==> src/rtl/sbs_defs.vh <==
// constants for the burst sram cycle decode block
// What this block does
// - deselect on inactive selects with a strobe, except a processor strobe when primary select is the only inactive select
// - sleep input forces power down, bus off
// - processor strobe loads address, begins read
// - processor strobe cycle is always a read
// - writes only after processor strobe or controller
// - controller strobe loads address, write or read
// - advance low steps to next burst address
// - advance high repeats current burst address
// - burst write accepts data regardless of oe
// - write when global, or enable plus lane
// - oe registered on the clock, masked during write cycles
// - read drives bus only with oe low
// - each low lane select writes its lane
// - narrow variant has two lanes, same decode
// - global write low writes every lane
// - two-bit wrap counter, linear or interleaved
`ifndef SBS_DEFS_VH
`define SBS_DEFS_VH
`define SBS_CYC_DESEL   3'd0
`define SBS_CYC_SLEEP   3'd1
`define SBS_CYC_BEGIN   3'd2
`define SBS_CYC_NEXT    3'd3
`define SBS_CYC_SUSPEND 3'd4
`define SBS_CYC_IDLE    3'd5
`define SBS_LANES_WIDE  4
`define SBS_ADDR_W      20
`endif

==> src/rtl/sbs_burst_counter.v <==
// two-bit wraparound burst address counter
`timescale 1ns/1ps
`default_nettype none
module sbs_burst_counter (
   input  wire       ref_clk,
   input  wire       arst_n,
   input  wire       load,
   input  wire       step,
   input  wire [1:0] start_bits,
   input  wire       interleave,
   output wire [1:0] burst_bits
);
   reg [1:0] base;
   reg [1:0] count;

   // load captures the first address, step advances the sequence
   always @(posedge ref_clk or negedge arst_n) begin
      if (!arst_n) begin
         base  <= 2'h0;
         count <= 2'h0;
      end else if (load) begin
         base  <= start_bits;
         count <= 2'h0;
      end else if (step) begin
         count <= count + 2'h1;
      end
   end

   // interleaved order xors, linear order adds with wrap
   assign burst_bits = interleave ? (base ^ count) : (base + count);
endmodule // sbs_burst_counter
`default_nettype wire

==> src/rtl/sbs_cycle_decode.v <==
// cycle decode and byte write control for a flow-through burst sram
`timescale 1ns/1ps
`default_nettype none
`include "sbs_defs.vh"
module sbs_cycle_decode #(
   parameter LANES  = `SBS_LANES_WIDE,
   parameter ADDR_W = `SBS_ADDR_W
) (
   input  wire              ref_clk,
   input  wire              arst_n,
   input  wire              primary_select_n,
   input  wire              expansion_select_hi,
   input  wire              expansion_select_n,
   input  wire              processor_addr_strobe_n,
   input  wire              controller_addr_strobe_n,
   input  wire              burst_advance_n,
   input  wire              global_write_n,
   input  wire              lane_write_enable_n,
   input  wire [LANES-1:0]  lane_select_n,
   input  wire              sleep_request,
   input  wire              burst_order,
   input  wire              output_enable_n,
   input  wire [ADDR_W-1:0] ext_addr,
   output reg  [ADDR_W-1:0] core_addr,
   output reg  [2:0]        cycle_kind,
   output reg               core_read,
   output reg  [LANES-1:0]  core_lane_write,
   output reg               data_capture,
   output reg               bus_drive_en,
   output reg               in_sleep
);
   wire       all_sel;
   wire       write_ind;
   wire       proc_go;
   wire       ctrl_go;
   wire       cont;
   wire [1:0] burst_bits;
   reg  [2:0] next_kind;
   reg        next_read;
   reg  [LANES-1:0] next_lanes;
   reg  [ADDR_W-1:2] hi_addr;
   reg        active;
   reg        rd_cycle;

   // selection and write indication
   assign all_sel   = !primary_select_n && expansion_select_hi && !expansion_select_n;
   assign write_ind = !global_write_n ||
                      (!lane_write_enable_n && !(&lane_select_n));
   // processor strobe is ignored while primary select is high
   assign proc_go   = all_sel && !processor_addr_strobe_n;
   assign ctrl_go   = all_sel && processor_addr_strobe_n && !controller_addr_strobe_n;
   assign cont      = !controller_addr_strobe_n ? 1'b0 :
                      (processor_addr_strobe_n || primary_select_n);

   // cycle selection, in priority order
   always @* begin
      next_kind = `SBS_CYC_IDLE;
      next_read = 1'b1;
      if (sleep_request)
         next_kind = `SBS_CYC_SLEEP;
      else if (proc_go) begin
         next_kind = `SBS_CYC_BEGIN;
         next_read = 1'b1;
      end else if (ctrl_go) begin
         next_kind = `SBS_CYC_BEGIN;
         next_read = !write_ind;
      end else if ((primary_select_n && !controller_addr_strobe_n) ||
                   ((!expansion_select_hi || expansion_select_n) &&
                    (!controller_addr_strobe_n || !processor_addr_strobe_n)))
         next_kind = `SBS_CYC_DESEL;
      else if (cont && active) begin
         next_kind = burst_advance_n ? `SBS_CYC_SUSPEND : `SBS_CYC_NEXT;
         next_read = !write_ind;
      end
   end

   // lane write decode, per lane
   genvar g;
   generate
      for (g = 0; g < LANES; g = g + 1) begin : g_lane
         always @* begin
            next_lanes[g] = !next_read && (!global_write_n ||
               (!lane_write_enable_n && !lane_select_n[g]));
         end
      end
   endgenerate

   sbs_burst_counter u_cnt (
      .ref_clk    (ref_clk),
      .arst_n     (arst_n),
      .load       (next_kind == `SBS_CYC_BEGIN),
      .step       (next_kind == `SBS_CYC_NEXT),
      .start_bits (ext_addr[1:0]),
      .interleave (burst_order),
      .burst_bits (burst_bits)
   );

   // registered cycle state
   always @(posedge ref_clk or negedge arst_n) begin
      if (!arst_n) begin
         cycle_kind      <= `SBS_CYC_IDLE;
         core_read       <= 1'b1;
         core_lane_write <= {LANES{1'b0}};
         data_capture    <= 1'b0;
         active          <= 1'b0;
         rd_cycle        <= 1'b0;
         hi_addr         <= {(ADDR_W-2){1'b0}};
         in_sleep        <= 1'b0;
      end else begin
         cycle_kind      <= next_kind;
         core_read       <= next_read;
         core_lane_write <= next_lanes;
         data_capture    <= !next_read && (next_kind == `SBS_CYC_BEGIN ||
                            next_kind == `SBS_CYC_NEXT || next_kind == `SBS_CYC_SUSPEND);
         in_sleep        <= sleep_request;
         if (next_kind == `SBS_CYC_BEGIN) begin
            hi_addr <= ext_addr[ADDR_W-1:2];
            active  <= 1'b1;
         end else if (next_kind == `SBS_CYC_DESEL || next_kind == `SBS_CYC_SLEEP)
            active  <= 1'b0;
         rd_cycle <= next_read && (next_kind == `SBS_CYC_BEGIN ||
                     next_kind == `SBS_CYC_NEXT || next_kind == `SBS_CYC_SUSPEND);
      end
   end

   // address out follows the burst counter
   always @(posedge ref_clk or negedge arst_n) begin
      if (!arst_n)
         core_addr <= {ADDR_W{1'b0}};
      else
         core_addr <= {hi_addr, burst_bits};
   end

   // output enable, sampled at full clock rate; masked in writes and sleep
   always @(posedge ref_clk or negedge arst_n) begin
      if (!arst_n)
         bus_drive_en <= 1'b0;
      else
         bus_drive_en <= rd_cycle && !output_enable_n && !sleep_request;
   end
endmodule // sbs_cycle_decode
`default_nettype wire

==> config.mk <==
export PLATFORM = sky130hd
export DESIGN_NAME = sbs_cycle_decode
export DESIGN_NICKNAME = d
export VERILOG_FILES = /design/src/rtl/sbs_burst_counter.v /design/src/rtl/sbs_cycle_decode.v
export VERILOG_INCLUDE_DIRS = /design/src /design/src/rtl
export SDC_FILE = /design/constraint.sdc
export NUM_CORES = 1
export LEC_CHECK = 0
export ABC_AREA = 1
export CAP_MARGIN = 15
export CORE_MARGIN = 1
export CORE_UTILIZATION = 30
export DETAILED_ROUTE_END_ITERATION = 12
export DONT_BUFFER_PORTS = 1
export GPL_ROUTABILITY_DRIVEN = 1
export PLACE_DENSITY = 0.46
export SLEW_MARGIN = 20
export SYNTH_ARGS = -nofsm -noshare
export SYNTH_HDL_FRONTEND = slang
export SYNTH_SLANG_ARGS = --single-unit
==> constraint.sdc <==
create_clock -name ref_clk -period 3.5 [get_ports ref_clk]
set_input_delay 0 -clock ref_clk [delete_from_list [all_inputs] [get_ports ref_clk]]
set_output_delay 0 -clock ref_clk [all_outputs]
set_load 0.02 [all_outputs]
---- After elaboration in Yosys (flattened, before gate mapping) ----
Index checks and enable logic that the tools add are counted.
operators by class
  $add $sub $neg .......................... 2
  equal/unequal tests ..................... 4
  reductions and logical operators ........ 53
  muxes and demuxes ....................... 17
  bitwise logic cells ..................... 1
operators with widths
  cell                                                 number
  logical AND 1 bit                                    21
  2-to-1 mux 3 bit                                     6
  zero test 1 bit                                      16
  logical OR 1 bit                                     12
  2-to-1 mux 1 bit                                     8
  equality test 3 x 2 -> 1 bit, second input constant  2
  2-to-1 mux 2 bit                                     3
  AND reduction 4 bit                                  1
  nonzero test 2 bit                                   2
  equality test 3 x 1 -> 1 bit, second input constant  1
  equality test 3 bit, second input constant           1
  zero test 3 bit                                      1
  adder 2 x 1 -> 2 bit, second input constant          1
  adder 2 bit                                          1
  XOR 2 bit                                            1
word-level totals
  output and inout port bits .............. 31
  register bits after elaboration ......... 55
  input bits .............................. 37
  word-level logic and storage cells ...... 89

---- Longest topological paths before layout ----
  word-level depth ........................ 12
  gate-level depth with buffers ........... 9
  depth with buffers taken out ............ 9

---- Modules after synthesis ----
From an unflattened synthesis, not the netlist that was laid out.
second synthesis, totals
  cell total of the unflattened synthesis .. 197
  area, all modules ....................... 2,102.0 um2
by module, submodules not included
  module             area each (um2)  instances  cells each  seq. area each (um2)
  sbs_cycle_decode   1,878.1          1          165         1,280.0
  sbs_burst_counter  224.0            1          32          100.1

---- Worst setup path before layout ----
OpenSTA, ideal clock, no wires.
  path kind ............................... reg-to-reg
  start point ............................. reg active
  end point ............................... reg hi_addr[2] in the netlist's numbering
  setup time .............................. 0.118 ns
  required time ........................... 3.382 ns
  clock period less this slack ............ 1.138 ns
  buffers on the path ..................... 1
  data arrival time ....................... 1.020 ns
  cell stages (with the launch flop) ...... 9
  slack ................................... 2.362 ns
  path through ............................ dfrtp_1 > nand2_1 > nor2_2 > nand2_1 > nand3_2 > nand3_2 > buf_6 > nand2_1 > nand2_1
between the ends
  cells in the longest elaborated chain, start to end .. 7
ends and longest elaborated chain
  what                                           RTL line                source
  start, declared                                sbs_cycle_decode.v:42   reg active;
  start signal, assigned                         sbs_cycle_decode.v:105  active <= 1'b0;
  start signal, assigned                         sbs_cycle_decode.v:118  active <= 1'b1;
  start signal, assigned                         sbs_cycle_decode.v:120  active <= 1'b0;
  logical AND 1 bit                              sbs_cycle_decode.v:71   else if (cont && active) begin
  2-to-1 mux 3 bit                               sbs_cycle_decode.v:71
  2-to-1 mux 3 bit                               sbs_cycle_decode.v:67   end else if ((primary_select_n && !controller_addr_strobe_n) ||
  2-to-1 mux 3 bit                               sbs_cycle_decode.v:64   end else if (ctrl_go) begin
  2-to-1 mux 3 bit                               sbs_cycle_decode.v:61   else if (proc_go) begin
  2-to-1 mux 3 bit                               sbs_cycle_decode.v:59   if (sleep_request)
  equality test 3 x 2 -> 1 bit (no source line)  --
  end signal, assigned                           sbs_cycle_decode.v:107  hi_addr <= {(ADDR_W-2){1'b0}};
  end signal, assigned                           sbs_cycle_decode.v:117  hi_addr <= ext_addr[ADDR_W-1:2];
  end, declared                                  sbs_cycle_decode.v:41   reg [ADDR_W-1:2] hi_addr;
No other way between the ends.
A chain may end at the register's enable or synchronous reset.

---- Final worst setup path ----
  start point ............................. in global_write_n
  end point ............................... reg core_lane_write[1]
between the ends
  cells in the longest elaborated chain, start to end .. 10
  elaborated cells between the ends (all ways) .. 11
  classes of those cells .................. mux: 5; reduce/logical: 6
ends and longest elaborated chain
  what                  RTL line                                      source
  start, declared       sbs_cycle_decode.v:17                         input wire global_write_n,
  zero test 1 bit *     sbs_cycle_decode.v:47                         assign write_ind = !global_write_n ||
  logical OR 1 bit *    sbs_cycle_decode.v:47
  zero test 1 bit *     sbs_cycle_decode.v:66, sbs_cycle_decode.v:73
  2-to-1 mux 1 bit      sbs_cycle_decode.v:71
  2-to-1 mux 1 bit      sbs_cycle_decode.v:67
  2-to-1 mux 1 bit *    sbs_cycle_decode.v:64
  2-to-1 mux 1 bit *    sbs_cycle_decode.v:61
  2-to-1 mux 1 bit *    sbs_cycle_decode.v:59
  net next_read         sbs_cycle_decode.v:39                         reg next_read;
  zero test 1 bit *     sbs_cycle_decode.v:82                         next_lanes[g] = !next_read && (!global_write_n ||
  logical AND 1 bit *   sbs_cycle_decode.v:82
  net next_lanes[1]     sbs_cycle_decode.v:40                         reg [LANES-1:0] next_lanes;
  end signal, assigned  sbs_cycle_decode.v:103                        core_lane_write <= {LANES{1'b0}};
  end signal, assigned  sbs_cycle_decode.v:112                        core_lane_write <= next_lanes;
  end, declared         sbs_cycle_decode.v:27                         output reg [LANES-1:0] core_lane_write,
Mark *: on every way through the listed nets, which the timed path passes. The rest lies on a longest branch.

==> metrics.md <==
| Metric | Value |
|---|---|
| Outcome | complete, but fails checks |
| Failing checks | design-rule violations |
| Cells along the critical path | dlygate4sd3_1 > o21ai_0 > dlygate4sd3_1 > nand3_1 > inv_2 > o21ai_0 > dlygate4sd3_1 > inv_1 |
| Starting Density | 31.8% |
| Synth warnings | 0 |
| Final setup fails | 0 |
| CP Data Required Time | 3750 ps |
| Initial antenna violation count | 0 |
| Non-Filler Instances | 308 |
| Fin. max-slew vios | 0 |
| Hold/Removal Path Class | input pin to flop |
| Clock-pin slew on the worst setup and hold paths | 100 ps |
| Synthesized flop and latch total | 55 |
| Dpl cells | 262 |
| Power Density | 605 nW/um^2 |
| Post-DRT Antenna Nets | 0 |
| Die H | 85.0 um |
| Max H-tree Level | 2 |
| Max Clk Rate | 511 MHz |
| Ratio of cells with drive above 1 in the final layout | 8.66% |
| Commonest cells in the netlist | 60 x nand2_1, 52 x dfrtp_1, 22 x nand4_1 |
| Syn nets | 232 |
| Die area | 7220 um^2 |
| Worst R2R Path Depth | 7 |
| 1st-iter DRT viols | 80 |
| DR pass1 iterations | 9 |
| Peak fanout along the critical path | 4 |
| Slew @ Worst Pin | 752 ps |
| Pin count of the biggest net entering global routing | 56 |
| Family with the most delay on the worst path | buffers and inverters |
| CTS root buffer | clkbuf_8 |
| Pleak | 0.00131 uW |
| Post-CTS Setup Bufs | 0 |
| CP startpoint kind | input pin |
| Crit Reg-Reg Startpoint | active |
| Final net count | 268 |
| CTS Buffer Depth | 2 |
| Critical path class | input pin to flop |
| Max-cap violations | 0 |
| Slowest stage cell, crit path | dlygate4sd3_1 |
| Slowest Stage Delay on Critical Path | 570 ps |
| Mean post-synth cell area | 10.6 um^2 |
| Clock latency on the worst-skew pair | 310 ps |
| Sequential element share of the synthesized area | 66.8% |
| Headroom to the max-slew limit | 49.5% |
| CTS Buf Count | 5 |
| Most frequent cell after synthesis | nand2_1 |
| Tcrit/Tclk final | 55.9% |
| Async set-or-reset flop fraction in the synthesized netlist | 100% |
| CP Depth | 8 |
| Final Hold Vio Count | 0 |
| Arrival @ worst endpoint | 2200 ps |
| First-pass GRT wire length | 7220 um |
| Syn-to-layout area delta | 27.7% |
| Crit path to | core_lane_write[1] |
| Diode count | 0 |
| Clk sinks | 55 |
| Routed vias | 1391 |
| Worst path bufs/invs | 5 |
| Final Core Density | 40.6% |
| IO buf count | 0 |
| Chip Width | 85.0 um |
| Top Ports | 68 |
| Hold_ws | 75.9 ps |
| Synth top area cells | dfrtp_1 63%, nand2_1 11%, nand4_1 6.7% |
| GRT Util Overall | 12.8% |
| Skew final | 5.42 ps |
| Gr ovfl total | 0 |
| Setup crit end kind | flop |
| Final HPWL DP | 2690 um |
| Worst VDD drop | 0.212 mV |
| CTS tree | yes |
| Post-synth EDFFs | 0 |
| Final Critical Period | 1960 ps |
| Reg2reg setup slack | 1610 ps |
| Cell variety after synth | 25 |
| Post-Syn Area | 2060 um^2 |
| Final setup TNS | 0 ps |
| Vias/cell | 4.52 |
| Worst reg2reg path endpoint | cycle_kind[2] |
| RSZ-0062 raised after global routing | no |
| Placed standard-cell area | 2100 um^2 |
| Total Routed Length | 4420 um |
| Design area | 2640 um^2 |
| Top_reg_cell synth | dfrtp_1 |
| Share of Yosys cell area claimed by the top area cell type | 63.0% |
| Filler cell count | 645 |
| Vias in the first global route | 1478 |
| Drt drc | 4 |
| Routability Congestion | 0.730 |
| Cell type with the largest total area after synthesis | dfrtp_1 |
| Rows | 29 |
| Core Box Area | 6490 um^2 |
| Crit path from | global_write_n |
| Hold_sp | primary_select_n |
| Most used cell, CP | dlygate4sd3_1 |
| WL/cell | 14.3 um |
| Mapped Cells | 194 |
==> layout by cell type, fill, tap and decap left out, drive strengths merged <==
cell and instances:
a21oi 3, buf 1, bufinv 2, clkbuf 5, clkinv 1, clkinvlp 1
dfrtp 52, dfstp 3, dlygate4sd3 37, ha 1, inv 13, nand2 61
nand3 5, nand4 22, nor2 16, nor3b 1, o21ai 4, xnor2 1
xor2 2
==> stage by stage <==
stage | setup WS, ps | power, uW
3_3_place_gp | 1740 | 1060
4_1_cts | 1590 | 1610
5_1_grt | 1450 | 1680
6_report | 1540 | 1590
3_5_place_dp | 1710 | 1060
2_1_floorplan | 2360 | 1030
==> final cells by class <==
| cell class | instances | area (um^2) | share of cell area [%] |
|---|---|---|---|
| Tap cell | 77 | 96.3 | 3.65 |
| Timing Repair Buffer | 38 | 398 | 15.1 |
| Multi-Input combinational cell | 116 | 573 | 21.7 |
| Inverter | 14 | 52.6 | 1.99 |
| Sequential cell | 55 | 1380 | 52.3 |
| Clock inverter | 3 | 67.6 | 2.56 |
| Clock buffer | 5 | 68.8 | 2.61 |
==> registers in the layout (all words and copies together) (netlist names) <==
| signal | count |
|---|---|
| core_lane_write | 4 |
| data_capture | 1 |
| rd_cycle | 1 |
| core_read | 1 |
| cycle_kind | 3 |
| u_cnt.count | 2 |
| active | 1 |
| core_addr | 20 |
| u_cnt.base | 2 |
| bus_drive_en | 1 |
| hi_addr | 18 |
| in_sleep | 1 |
==> power by group <==
| group | switching (uW) | total (uW) | internal, uW | leakage (uW) |
|---|---|---|---|---|
| sequential | 156 | 928 | 772 | 0.000701 |
| clock | 213 | 498 | 285 | 0.0000644 |
| combinational | 89.9 | 168 | 78.1 | 0.000545 |
| total | 459 | 1590 | 1140 | 0.00131 |
==> worst min-delay path, delay by kind of cell <==
| kind | cells | cell delay (ps) |
|---|---|---|
| and+or+nand+nor | 4 | 320 |
==> cells by family (layout without fill, tap and decap cells) <==
kind of cell	after synthesis	after routing	synth area share, %
and+or+nand+nor	105	105	23.5
DFF	55	55	66.8
buffers and inverters	23	60	5.39
AOI/OAI and AO/OA	7	7	2.42
xor gates and xnor gates	3	3	1.27
adders and majority gates	1	1	0.606
==> worst min-delay path by stage <==
stage / endpoint / slack [ps] / cells after the start
2_1_floorplan: active / -300 / 0
3_3_place_gp: core_addr[7] / -290 / 0
3_5_place_dp: core_addr[7] / -290 / 0
4_1_cts: core_read / 80 / 4
5_1_grt: core_read / 110 / 4
6_report: core_read / 80 / 4
==> routing by layer <==
layer	vias up	global-route usage [%]	wire length [um]
met2	45	20.7	2140
met1	651	16.3	1940
met4	0	4.16	36
li1	693	-	-
met5	-	0	0
met3	2	4.38	300
==> timing repair <==
item                                   CTS  global route
resized for setup                        0             0
endpoints found under the hold margin   85             0
hold buffers                            38             0
Power figures use the tool's default switching activity.
